<file path="src/verilog/aotp_pkg.sv">
package aotp_pkg;

  localparam int SAMP_W = 12;
  localparam int CMP_W = 8;
  localparam int ADDR_W = 8;
  localparam int DATA_W = 32;
  localparam int HOLD_W = 11;
  localparam int DIV_W = 6;
  localparam int CNT_W = 16;

  // Register byte offsets
  localparam logic [7:0] OFS_CTRL = 8'h00;
  localparam logic [7:0] OFS_THRESH = 8'h04;
  localparam logic [7:0] OFS_HOLD = 8'h08;
  localparam logic [7:0] OFS_STATUS = 8'h0c;
  localparam logic [7:0] OFS_REFCNT = 8'h10;

  // Control register fields
  localparam int CTRL_SINGLE_BIT = 0;
  localparam int CTRL_MARK_EN_BIT = 1;
  localparam int CTRL_REF_SEL_BIT = 2;
  localparam int CTRL_DEMUX_BIT = 3;
  localparam int CTRL_FRAME_LSB = 4;
  localparam int FRAME_W = 4;

  // Threshold register fields
  localparam int THR_NEAR_LSB = 0;
  localparam int THR_LOW_LSB = 8;

  // Status register fields
  localparam int STAT_FLAG_LSB = 0;
  localparam int STAT_DIV_LSB = 8;
  localparam int STAT_MODE_BIT = 16;

  // Reset values
  localparam logic [7:0] RST_NEAR_FULL = 8'he4;
  localparam logic [7:0] RST_LOW_LEVEL = 8'h40;
  localparam logic [2:0] RST_HOLD_SEL = 3'h0;
  localparam logic [3:0] RST_FRAME = 4'h1;

  // Shortest flag hold is 8 cycles, i.e. two to the third
  localparam int HOLD_BASE_LOG2 = 3;

  typedef enum logic {AOTP_DUAL, AOTP_SINGLE} aotp_mode_t;

  // Saturated absolute value, bits ten down to three
  function automatic logic [CMP_W-1:0] aotp_mag8(input logic [SAMP_W-1:0] s);
    logic [SAMP_W-1:0] m;
    m = s;
    if (s[SAMP_W-1]) begin
      m = (s == 12'h800) ? 12'h7ff : 12'(-s);
    end
    return m[10:3];
  endfunction : aotp_mag8

  // Hold length minus one, for select 0..7 gives 7..1023
  function automatic logic [HOLD_W-1:0] aotp_hold_len(input logic [2:0] sel);
    return HOLD_W'((32'h1 << (32'(sel) + HOLD_BASE_LOG2)) - 32'h1);
  endfunction : aotp_hold_len

endpackage : aotp_pkg
</file>
<file path="src/verilog/aotp_flag_stretch.sv">
`timescale 1ns/1ps
module aotp_flag_stretch
  import aotp_pkg::*;
(
  input wire logic clk_sys,
  input wire logic srst,
  input wire logic [aotp_pkg::SAMP_W-1:0] sample,
  input wire logic [aotp_pkg::CMP_W-1:0] nearFullThreshold,
  input wire logic [aotp_pkg::CMP_W-1:0] lowLevelThreshold,
  input wire logic [2:0] flagHoldLengthSelect,
  output logic flagHi,
  output logic flagLo
);
  import aotp_pkg::*;

  typedef struct packed {
    logic [1:0][HOLD_W-1:0] cnt;
    logic [1:0] flag;
  } aotp_fs_state_t;

  aotp_fs_state_t st_r;
  aotp_fs_state_t st_nxt;
  logic [CMP_W-1:0] mag;
  logic [1:0] hit;

  always_comb begin
    st_nxt = st_r;
    mag = aotp_mag8(sample);
    hit[0] = (mag >= nearFullThreshold);
    hit[1] = (mag >= lowLevelThreshold);
    for (int i = 0; i < 2; i++) begin
      if (hit[i]) begin
        // Each new event restarts the hold
        st_nxt.flag[i] = 1'b1;
        st_nxt.cnt[i] = aotp_hold_len(flagHoldLengthSelect);
      end else if (st_r.cnt[i] != '0) begin
        st_nxt.cnt[i] = st_r.cnt[i] - HOLD_W'(1);
      end else begin
        st_nxt.flag[i] = 1'b0;
      end
    end
  end

  always_ff @(posedge clk_sys) begin
    if (srst) begin
      st_r <= '0;
    end else begin
      st_r <= st_nxt;
    end
  end

  assign flagHi = st_r.flag[0];
  assign flagLo = st_r.flag[1];

endmodule : aotp_flag_stretch

</file>
<file path="src/verilog/aotp_overrange_path.sv">
`timescale 1ns/1ps
module aotp_overrange_path
  import aotp_pkg::*;
(
  input wire logic clk_sys,
  input wire logic srst,
  input wire logic [aotp_pkg::ADDR_W-1:0] regAddr,
  input wire logic [aotp_pkg::DATA_W-1:0] regWdata,
  input wire logic regWr,
  input wire logic regRd,
  output logic [aotp_pkg::DATA_W-1:0] regRdata,
  input wire logic [aotp_pkg::SAMP_W-1:0] convCodeA,
  input wire logic [aotp_pkg::SAMP_W-1:0] convCodeB,
  input wire logic [aotp_pkg::SAMP_W-1:0] ditherA,
  input wire logic [aotp_pkg::SAMP_W-1:0] ditherB,
  input wire logic trigger_mark_input,
  input wire logic sysref,
  output logic [aotp_pkg::SAMP_W-1:0] sampOutA,
  output logic [aotp_pkg::SAMP_W-1:0] sampOutB,
  output logic frameStrobe,
  output logic chan_a_flag_hi,
  output logic chan_a_flag_lo,
  output logic chan_b_flag_hi,
  output logic chan_b_flag_lo
);
  import aotp_pkg::*;

  typedef struct packed {
    aotp_mode_t mode;
    logic markInsertEnable;
    logic refpulseMarkSelect;
    logic laneDemuxSetting;
    logic [FRAME_W-1:0] frameLengthSetting;
    logic [CMP_W-1:0] nearFullThreshold;
    logic [CMP_W-1:0] lowLevelThreshold;
    logic [2:0] flagHoldLengthSelect;
    logic [DATA_W-1:0] rdata;
    logic [SAMP_W-1:0] stgA;
    logic [SAMP_W-1:0] stgB;
    logic markStgA;
    logic markStgB;
    logic [SAMP_W-1:0] outA;
    logic [SAMP_W-1:0] outB;
    logic refPrev;
    logic [DIV_W-1:0] divCnt;
    logic strobe;
    logic [CNT_W-1:0] refCount;
  } aotp_top_state_t;

  aotp_top_state_t st_r;
  aotp_top_state_t st_nxt;

  logic markSrc;
  logic refEvent;
  logic [DIV_W-1:0] divLast;
  logic [3:0] flagVec;

  // Both lanes go through the same threshold pair
  aotp_flag_stretch u_flag_a (
    .clk_sys(clk_sys),
    .srst(srst),
    .sample(st_r.stgA),
    .nearFullThreshold(st_r.nearFullThreshold),
    .lowLevelThreshold(st_r.lowLevelThreshold),
    .flagHoldLengthSelect(st_r.flagHoldLengthSelect),
    .flagHi(chan_a_flag_hi),
    .flagLo(chan_a_flag_lo)
  );

  aotp_flag_stretch u_flag_b (
    .clk_sys(clk_sys),
    .srst(srst),
    .sample(st_r.stgB),
    .nearFullThreshold(st_r.nearFullThreshold),
    .lowLevelThreshold(st_r.lowLevelThreshold),
    .flagHoldLengthSelect(st_r.flagHoldLengthSelect),
    .flagHi(chan_b_flag_hi),
    .flagLo(chan_b_flag_lo)
  );

  assign flagVec = {chan_b_flag_lo, chan_b_flag_hi, chan_a_flag_lo, chan_a_flag_hi};

  always_comb begin
    st_nxt = st_r;
    st_nxt.rdata = '0;

    // Mark source choice; trigger arrives already aligned to clk_sys
    markSrc = st_r.refpulseMarkSelect ? sysref : trigger_mark_input;

    // Reference pulse is taken on its rising edge only
    refEvent = sysref && !st_r.refPrev;
    st_nxt.refPrev = sysref;

    // Divider wraps after (demux+1) * frame cycles
    divLast = DIV_W'((32'(st_r.laneDemuxSetting) + 32'h1)
      * 32'(st_r.frameLengthSetting) - 32'h1);

    // Register writes
    if (regWr) begin
      if (regAddr == OFS_CTRL) begin
        st_nxt.mode = aotp_mode_t'(regWdata[CTRL_SINGLE_BIT]);
        st_nxt.markInsertEnable = regWdata[CTRL_MARK_EN_BIT];
        st_nxt.refpulseMarkSelect = regWdata[CTRL_REF_SEL_BIT];
        st_nxt.laneDemuxSetting = regWdata[CTRL_DEMUX_BIT];
        st_nxt.frameLengthSetting = regWdata[CTRL_FRAME_LSB +: FRAME_W];
      end else if (regAddr == OFS_THRESH) begin
        st_nxt.nearFullThreshold = regWdata[THR_NEAR_LSB +: CMP_W];
        st_nxt.lowLevelThreshold = regWdata[THR_LOW_LSB +: CMP_W];
      end else if (regAddr == OFS_HOLD) begin
        st_nxt.flagHoldLengthSelect = regWdata[2:0];
      end
    end

    // Register reads; unmapped offsets answer zero
    if (regRd) begin
      if (regAddr == OFS_CTRL) begin
        st_nxt.rdata[CTRL_SINGLE_BIT] = st_r.mode;
        st_nxt.rdata[CTRL_MARK_EN_BIT] = st_r.markInsertEnable;
        st_nxt.rdata[CTRL_REF_SEL_BIT] = st_r.refpulseMarkSelect;
        st_nxt.rdata[CTRL_DEMUX_BIT] = st_r.laneDemuxSetting;
        st_nxt.rdata[CTRL_FRAME_LSB +: FRAME_W] = st_r.frameLengthSetting;
      end else if (regAddr == OFS_THRESH) begin
        st_nxt.rdata[THR_NEAR_LSB +: CMP_W] = st_r.nearFullThreshold;
        st_nxt.rdata[THR_LOW_LSB +: CMP_W] = st_r.lowLevelThreshold;
      end else if (regAddr == OFS_HOLD) begin
        st_nxt.rdata[2:0] = st_r.flagHoldLengthSelect;
      end else if (regAddr == OFS_STATUS) begin
        st_nxt.rdata[STAT_FLAG_LSB +: 4] = flagVec;
        st_nxt.rdata[STAT_DIV_LSB +: DIV_W] = st_r.divCnt;
        st_nxt.rdata[STAT_MODE_BIT] = st_r.mode;
      end else if (regAddr == OFS_REFCNT) begin
        st_nxt.rdata[CNT_W-1:0] = st_r.refCount;
      end
    end

    // Lane A holds the rising-edge sample; lane B the falling-edge one in
    // single mode, or channel B in dual mode. Same path either way.
    st_nxt.stgA = convCodeA - ditherA;
    st_nxt.stgB = convCodeB - ditherB;

    // Mark captured with the analog sample, one stage like the data
    st_nxt.markStgA = markSrc;
    st_nxt.markStgB = markSrc;

    // Output stage, same latency for data, mark and flags
    if (st_r.markInsertEnable) begin
      st_nxt.outA = {st_r.stgA[SAMP_W-1:1], st_r.markStgA};
      st_nxt.outB = {st_r.stgB[SAMP_W-1:1], st_r.markStgB};
    end else begin
      st_nxt.outA = st_r.stgA;
      st_nxt.outB = st_r.stgB;
    end

    // Divider and strobe; a reference edge restarts both
    if (refEvent) begin
      st_nxt.divCnt = '0;
      st_nxt.strobe = 1'b1;
      st_nxt.refCount = st_r.refCount + CNT_W'(1);
    end else if (st_r.divCnt >= divLast) begin
      // Also catches a frame shortened under a running count
      st_nxt.divCnt = '0;
      st_nxt.strobe = 1'b1;
    end else begin
      st_nxt.divCnt = st_r.divCnt + DIV_W'(1);
      st_nxt.strobe = 1'b0;
    end
  end

  // All logic on the single device clock
  always_ff @(posedge clk_sys) begin
    if (srst) begin
      st_r <= '0;
      st_r.mode <= AOTP_DUAL;
      st_r.nearFullThreshold <= RST_NEAR_FULL;
      st_r.lowLevelThreshold <= RST_LOW_LEVEL;
      st_r.flagHoldLengthSelect <= RST_HOLD_SEL;
      st_r.frameLengthSetting <= RST_FRAME;
    end else begin
      st_r <= st_nxt;
    end
  end

  assign regRdata = st_r.rdata;
  assign sampOutA = st_r.outA;
  assign sampOutB = st_r.outB;
  assign frameStrobe = st_r.strobe;

endmodule : aotp_overrange_path

</file>
<file path="config.mk">
export PLATFORM = sky130hd
export DESIGN_NAME = aotp_overrange_path
export DESIGN_NICKNAME = d
export VERILOG_FILES = /design/src/verilog/aotp_pkg.sv /design/src/verilog/aotp_flag_stretch.sv /design/src/verilog/aotp_overrange_path.sv
export SDC_FILE = /design/constraint.sdc
export NUM_CORES = 1
export LEC_CHECK = 0
export ABC_AREA = 1
export BUFFER_PORTS_ARGS = -buffer_cell sky130_fd_sc_hd__buf_2
export CAP_MARGIN = 15
export CORE_MARGIN = 5
export CORE_UTILIZATION = 58
export CTS_CLUSTER_DIAMETER = 40
export DETAILED_ROUTE_END_ITERATION = 7
export PLACE_DENSITY_LB_ADDON = 0.2
export SLEW_MARGIN = 20
export SYNTH_ARGS = -nofsm -noshare
export SYNTH_HDL_FRONTEND = slang
export SYNTH_SLANG_ARGS = --single-unit
</file>
<file path="constraint.sdc">
create_clock -name clk_sys -period 3.05 [get_ports clk_sys]
set_input_delay 0.61 -clock clk_sys [delete_from_list [all_inputs] [get_ports clk_sys]]
set_output_delay 0.61 -clock clk_sys [all_outputs]
set_load 0.005 [all_outputs]
</file>
==> metrics.md, run 1 <==
| Metric | Value |
|---|---|
| Outcome | `complete, no violations` |
| N_diodes | `0` |
| Number of H-tree levels | `4` |
| Core area | `0.01724 mm^2` |
| Worst clock skew | `0.01054 ns` |
| DRT Pass-1 Iters | `6` |
| Flop-to-flop setup slack | `between 0.2 and 0.25 ns` |
| Die ar. | `0.02019 mm^2` |
| Crit share post-route | `0.9236` |
| Crit. Startpoint | `st_r[129]$_SDFFE_PP0P_` |
| Combinational power share | `0.388` |
| CP endpoint kind | `flop` |
| Most frequent cells after synthesis | `nand2_1 (291), inv_1 (217), nor2_1 (192), dfxtp_1 (165), a21oi_1 (116)` |
| Fmax | `0.3550 GHz` |
| Slowest stage delay, CP | `slightly below 0.4 ns` |
| Synth area leader | `dfxtp_1` |
| Synth top area share | `0.3264` |
| Slew margin rel. | `0.4459` |
| Pin count of the biggest net entering global routing | `77` |
| Via Count | `9300` |
| Required @ worst endpoint | `3.42 ns` |
| Leakage | `around 0.0056 uW` |
| Die Y | `between 100 and 150 um` |
| Worst reg2reg path startpoint | `st_r[129]$_SDFFE_PP0P_` |
| Clock Tree Buf Depth | `2` |
| Reg power frac | `0.345` |
| Synth async-reset ratio | `0` |
| Global-route wire length before repair | `39.69 mm` |
| Clk root buf | `clkbuf_16` |
| Register area share after synthesis | `0.3264` |
| Mean Syn Cell Area | `roughly 6.8 um^2` |
| Initial core utilization | `0.5870` |
| TritonCTS Buffers | `17` |
| Clk slew on worst S/H paths | `about 0.07 ns` |
| Pins Over Slew Limit | `0` |
| Mapped Area | `0.01012 mm^2` |
| RePlAce Congestion | `between 0.9 and 1` |
| Crit-path max FO | `8` |
| Die Wd | `142.1 um` |
| Setup-failing EPs final | `0` |
| Total overflow reported by the global router | `0` |
| Nets | `1733` |
| Synth Register Bits | `approximately 170` |
| Most numerous cell in the Yosys netlist | `nand2_1` |
| Post-synth EDFFs | `0` |
| CP arrival | `3.18 ns` |
| Peak supply drop | `between 0.4 and 0.5 mV` |
| Initial DRC count | `around 600` |
| Routed vias/inst | `around 5.2` |
| Rows | `48` |
| Remaining DRCs | `0` |
| Critical path class | `flop to flop` |
| Cells after Synth | `roughly 1500` |
| Clock power frac | `0.266` |
| WHS | `0.4083 ns` |
| Layout cells sized above 1 | `0.1382` |
| Hold crit path type | `input port to flop` |
| Switch share | `0.3859` |
| Worst-skew pair later-pin latency | `0.43 ns` |
| Reg2reg end | `st_r[18]$_SDFF_PP0_` |
| Startpoint Class | `flop` |
| Slew @ Worst Pin | `approximately 0.83 ns` |
| P per Cell Area | `711.2 mW/mm^2` |
| Critical-path cell list | `inv_1, or2_2, o21ai_0, inv_1, ha_1, a21oi_1, nand2_1, xnor2_1, ha_1, a21oi_1, o21a_1, nand4_1, or2_2, nor2_1` |
| Ranking of synthesized cells by area | `dfxtp_1 (33%), nand2_1 (11%), ha_1 (8.8%)` |
| Worst path slowest cell | `dfxtp_2` |
| WL per Instance | `13.29 um` |
| Total Routed Length | `23.95 mm` |
| FF-to-FF path depth | `14` |
| Number of global-route vias before repair | `8584` |
| Yosys cell types | `45` |
| Total GRT Usage | `0.2390` |
| Unrepaired setup endpoints after global routing | `false` |
| I/O Buffers | `123` |
| Worst setup path endpoint | `st_r[18]$_SDFF_PP0_` |
| Setup TNS | `0 ns` |
| Number of fill cells | `1557` |
| P_sw | `3076 uW` |
| Ports | `~160` |
| Count of yosys warnings during synthesis | `0` |
| Tmin final | `2.817 ns` |
| CTS tree | `done` |
| CTS Sinks | `165` |
| Primary FF master, synth | `dfxtp_1` |
| Layout area overhead | `10.78%` |
| Endpoints failing hold | `0` |
| Initial antenna violation count | `0` |
| Maxcap violations | `0` |
| Post-route ant nets | `0` |
| DP Wirelength | `between 15 and 20 mm` |
| Internal | `between 4000 and 5000 uW` |
[layer usage]
layer	wire length, um	global-route usage	vias up
li1	-	-	4839
met1	11000	0.3159	4194
met2	11200	0.4050	232
met3	1295	0.03562	35
met4	450	0.07172	0
met5	0	0	-
[per-stage QoR]
step | worst slack [ns] | instances | instance area [um^2] | utilization | power, uW
floorplan | 0.3144 | 1498 | 10170 | - | 5187
global placement | 0.2195 | 1771 | 10590 | 0.6143 | 5730
detailed placement | 0.1574 | 1771 | 10590 | 0.6143 | 5823
CTS | 0.1497 | 1802 | 11170 | 0.6478 | 7938
global route | 0.01288 | 1802 | 11210 | 0.6503 | 8614
finish | 0.2331 | 1802 | 11210 | 0.6503 | 7972
[area by class of cell]
class	count	area (um^2)	share of cell area
Timing Repair Buffer	133	703.2	0.06273
Clock buffer	18	429.2	0.03829
Multi-Input combinational cell	1020	5464	0.4874
Tap cell	225	281.5	0.02511
Clock inverter	13	147.6	0.01317
Inverter	228	879.6	0.07847
Sequential cell	165	3304	0.2948
[cells in the final DEF, fill, tap and decap left out, types with 3 or more instances in the layout]
cell / count
nor3_4: 3
inv_2: 9
o211ai_1: 12
nor2_1: 189
o21ai_2: 4
xnor2_1: 10
inv_1: 215
buf_4: 9
nand3b_1: 5
nor2_4: 3
nand2_1: 286
nand4_1: 23
inv_6: 5
a21o_1: 6
clkbuf_16: 17
o21ai_0: 85
nor4_1: 3
nor2_2: 9
nand2_2: 8
or2_2: 7
fa_1: 3
dfxtp_1: 164
buf_2: 123
nand3_1: 97
xor2_1: 24
conb_1: 17
nor3_1: 11
a31oi_1: 6
nor3b_1: 3
o21ai_1: 5
clkinvlp_4: 4
o21a_1: 3
a21oi_1: 116
ha_1: 71
[registers in the layout (all words and copies together), names as in the netlist]
name / cells
st_r: 75
sampOutB: 12
sampOutA: 12
u_flag_a.flagLo: 1
u_flag_b.flagLo: 1
u_flag_a.st_r: 22
frameStrobe: 1
u_flag_b.st_r: 22
regRdata: 17
u_flag_b.flagHi: 1
u_flag_a.flagHi: 1
[power groups by stage]
stage / combinational (uW) / sequential, uW / clock, uW
6_report: 3100 / 2750 / 2120
5_1_grt: 3600 / 2790 / 2220
4_1_cts: 3060 / 2750 / 2140
3_5_place_dp: 3030 / 2790 / 0
3_3_place_gp: 2940 / 2790 / 0
2_1_floorplan: 2460 / 2730 / 0
[cells by family after synthesis]
family | after synthesis | share of synthesized area
buffers and inverters | 313 | 0.1428
DFF | 165 | 0.3265
adders and majority gates | 74 | 0.09373
xor gates and xnor gates | 34 | 0.02943
other | 2 | 0.0007422
AOI/OAI and AO/OA | 241 | 0.1271
and+or+nand+nor | 654 | 0.2797
[worst min path at each step]
stage | slack (ns) | endpoint | start | cells after the start
2_1_floorplan | 0.42 | sampOutA[10]$_SDFF_PP0_ | st_r[72]$_SDFF_PP0_ | 2
3_3_place_gp | 0.45 | sampOutB[10]$_SDFF_PP0_ | st_r[60]$_SDFF_PP0_ | 2
3_5_place_dp | 0.45 | sampOutB[2]$_SDFF_PP0_ | st_r[52]$_SDFF_PP0_ | 2
4_1_cts | 0.40 | st_r[115]$_SDFFE_PP1P_ | regWdata[14] | 3
5_1_grt | 0.44 | st_r[115]$_SDFFE_PP1P_ | regWdata[14] | 3
6_report | 0.41 | st_r[115]$_SDFFE_PP1P_ | regWdata[14] | 3
[worst max-delay path: cells and delay by family (launching register included)]
kind            cells  cell delay, ns
simple gates        5            0.92
fa+ha+maj           2            0.60
compound gates      4            0.56
flops               1            0.39
buf+inv             2            0.15
xor+xnor            1            0.13
[timing repair]
item                       CTS  global route
buffers inserted             0             0
gates resized for setup      0            16
hold buffers                 0             0
setup endpoints to repair    0            47
(Power assumes the default switching activity.)
==> run 2: changes to the inputs <==
PLACE_DENSITY_LB_ADDON = 0.15   (was 0.2)
==> run 2 against run 1 <==
  * Hold slack gained 0.019 ns
  * Critical endpoint is now st_r[20]$_SDFF_PP0_
  * Combinational power is essentially flat
  * Largest cell class unchanged
  * Largest power group unchanged
  * Highest routed layer unchanged
  * Clock power is essentially flat
==> metrics.md, run 2 (synthesis results as in run 1) <==
| Metric | Value |
|---|---|
| Outcome | `complete, no violations (unchanged)` |
| Worst path top cell family by delay | `simple AND/OR/NAND/NOR gates (unchanged)` |
| CTS Sinks | `165 (unchanged)` |
| Most frequent cells in the layout | `nand2_1 (287), inv_1 (216), nor2_1 (190), dfxtp_1 (164), buf_2 (123) (was nand2_1 (286), inv_1 (215), nor2_1 (189), dfxtp_1 (164), buf_2 (123))` |
| Die Wd | `142.1 um (unchanged)` |
| Global-route wire length before repair | `40.46 mm (was 39.69 mm)` |
| Post-route ant nets | `0 (unchanged)` |
| Die Y | `142.1 um (unchanged)` |
| Via Count | `9304 (was 9300)` |
| Leakage | `0.005620 uW (was 0.005593 uW)` |
| Crit share post-route | `0.9170 (was 0.9236)` |
| Initial antenna violation count | `0 (unchanged)` |
| Crit. Startpoint | `st_r[129]$_SDFFE_PP0P_ (unchanged)` |
| Maxcap violations | `0 (unchanged)` |
| CP arrival | `3.17 ns (was 3.18 ns)` |
| Total overflow reported by the global router | `0 (unchanged)` |
| Number of H-tree levels | `4 (unchanged)` |
| Pin count of the biggest net entering global routing | `66 (was 77)` |
| Metal-1 WL | `10.59 mm (was 11.00 mm)` |
| Routed vias/inst | `5.149 (was 5.161)` |
| Largest register FFs | `75 (unchanged)` |
| Nets | `1737 (was 1733)` |
| Number of fill cells | `1587 (was 1557)` |
| Worst clock skew | `0.006539 ns (was 0.01054 ns)` |
| Tmin final | `2.797 ns (was 2.817 ns)` |
| Layout area overhead | `10.86% (was 10.78%)` |
| Pre-CTS setup slack | `0.1126 ns (was 0.1574 ns)` |
| I/O Buffers | `123 (unchanged)` |
| Worst path slowest cell | `dfxtp_2 (unchanged)` |
| Post-CTS Setup Repair Bufs | `0 (unchanged)` |
| DRT Pass-1 Iters | `5 (was 6)` |
| Slew @ Worst Pin | `0.8391 ns (was 0.8262 ns)` |
| Worst Path Buf+Inv | `2 (unchanged)` |
| Required @ worst endpoint | `3.42 ns (about the same)` |
| Core area | `0.01724 mm^2 (unchanged)` |
| Uppermost layer routed | `met4 (unchanged)` |
| Commonest non-fill, non-tap cell in the layout | `nand2_1 (unchanged)` |
| Top reg by flops | `st_r (unchanged)` |
| Endpoints failing hold | `0 (unchanged)` |
| Total GRT Usage | `0.2445 (was 0.2390)` |
| Clk root buf | `clkbuf_16 (unchanged)` |
| Remaining DRCs | `0 (unchanged)` |
| HP Start | `regWdata[14] (unchanged)` |
| Largest registers | `st_r: 75 flops, u_flag_a.st_r: 22 flops, u_flag_b.st_r: 22 flops (unchanged)` |
| Met3 Routed Length | `1.623 mm (was 1.295 mm)` |
| Worst reg2reg path startpoint | `st_r[129]$_SDFFE_PP0P_ (unchanged)` |
| Initial core utilization | `0.5870 (unchanged)` |
| WL per Instance | `13.33 um (was 13.29 um)` |
| Total Routed Length | `24.10 mm (was 23.95 mm)` |
| Die ar. | `0.02019 mm^2 (unchanged)` |
| RePlAce Congestion | `0.9400 (was 0.9466)` |
| Slowest stage delay, CP | `0.40 ns (was 0.39 ns)` |
| Hold crit path type | `input port to flop (unchanged)` |
| CTS tree | `done (unchanged)` |
| Clock Tree Buf Depth | `2 (unchanged)` |
| Startpoint Class | `flop (unchanged)` |
| Unrepaired setup endpoints after global routing | `false (unchanged)` |
| Metal2 WL | `11.41 mm (was 11.20 mm)` |
| Peak supply drop | `0.4472 mV (was 0.4375 mV)` |
| Slew margin rel. | `0.4372 (was 0.4459)` |
| CP endpoint kind | `flop (unchanged)` |
| Crit-path max FO | `8 (unchanged)` |
| Hold buffers post-CTS | `0 (unchanged)` |
| P per Cell Area | `710.7 mW/mm^2 (was 711.2 mW/mm^2)` |
| Critical-path cell list | `inv_1, or2_2, o21ai_0, inv_1, ha_1, a21oi_1, nand2_1, xnor2_1, ha_1, a21oi_1, o21a_1, nand4_1, or2_4, nor2_1 (was inv_1, or2_2, o21ai_0, inv_1, ha_1, a21oi_1, nand2_1, xnor2_1, ha_1, a21oi_1, o21a_1, nand4_1, or2_2, nor2_1)` |
| Ports | `155 (unchanged)` |
| Fmax | `0.3575 GHz (was 0.3550 GHz)` |
| DP Wirelength | `19.04 mm (was 18.62 mm)` |
| N_diodes | `0 (unchanged)` |
| Setup TNS | `0 ns (unchanged)` |
| Setup-failing EPs final | `0 (unchanged)` |
| Number of global-route vias before repair | `8885 (was 8584)` |
| Initial DRC count | `539 (was 594)` |
| Worst-skew pair later-pin latency | `0.43 ns (about the same)` |
| Layout cells sized above 1 | `0.1384 (was 0.1382)` |
| TritonCTS Buffers | `17 (unchanged)` |
| Clk slew on worst S/H paths | `0.06 ns (was 0.07 ns)` |
| Rows | `48 (unchanged)` |
| Critical path class | `flop to flop (unchanged)` |
| Pins Over Slew Limit | `0 (unchanged)` |
| Setup ws final | `0.2530 ns (was 0.2331 ns)` |
==> run 2: cell type report <==
class	instances	area, um^2	area share
sequential	165	3304	0.2946
clock inverter	14	152.6	0.01361
timing repair buffer	137	720.7	0.06425
multi-input combinational	1020	5451	0.4860
inverter	228	877.1	0.07819
tap	225	281.5	0.02510
clock buffer	18	429.2	0.03826
==> run 2: worst min-delay path, stage by stage <==
cell,delay (ns)
buf_2,0.08
nand2_1,0.06
o211ai_1,0.07
==> run 2: routing by layer <==
layer | global-route usage | up-vias
li1 | - | 4851
met1 | 0.3052 | 4152
met2 | 0.4243 | 258
met3 | 0.05544 | 43
met4 | 0.06818 | 0
met5 | 0 | -
==> run 2: per-stage QoR <==
stage | utilization | cells | cell area, um^2 | power [uW] | hold slack [ns]
global placement | 0.6153 | 1775 | 10610 | 5770 | 0.4385
global route | 0.6508 | 1807 | 11220 | 8667 | 0.4302
CTS | 0.6491 | 1807 | 11190 | 7985 | 0.4217
detailed placement | 0.6153 | 1775 | 10610 | 5837 | 0.4389
floorplan | - | 1498 | 10170 | 5187 | 0.4195
finish | 0.6508 | 1807 | 11220 | 7971 | 0.4269
==> run 2: power by group <==
group	switching, uW	total [uW]	internal (uW)	leakage (uW)
Clock	911	2130	1210	0.000285
Combinational	1890	3090	1200	0.00398
Sequential	253	2750	2500	0.00135
Total	3050	7970	4920	0.00562
==> run 2: final timing paths <==
kind / depth (start not counted) / end / slack [ns]
setup / recovery: 14 / st_r[20]$_SDFF_PP0_ / 0.25
hold / removal: 3 / st_r[115]$_SDFFE_PP1P_ / 0.43
setup reg to reg: 14 / st_r[20]$_SDFF_PP0_ / 0.25
hold reg to reg: 2 / sampOutB[2]$_SDFF_PP0_ / 0.46
==> run 2: timing repair <==
item / 4_1_cts / 5_1_grt
endpoints found under the hold margin: 0 / 0
setup endpoints to repair: 0 / 48
resized for setup: 0 / 11
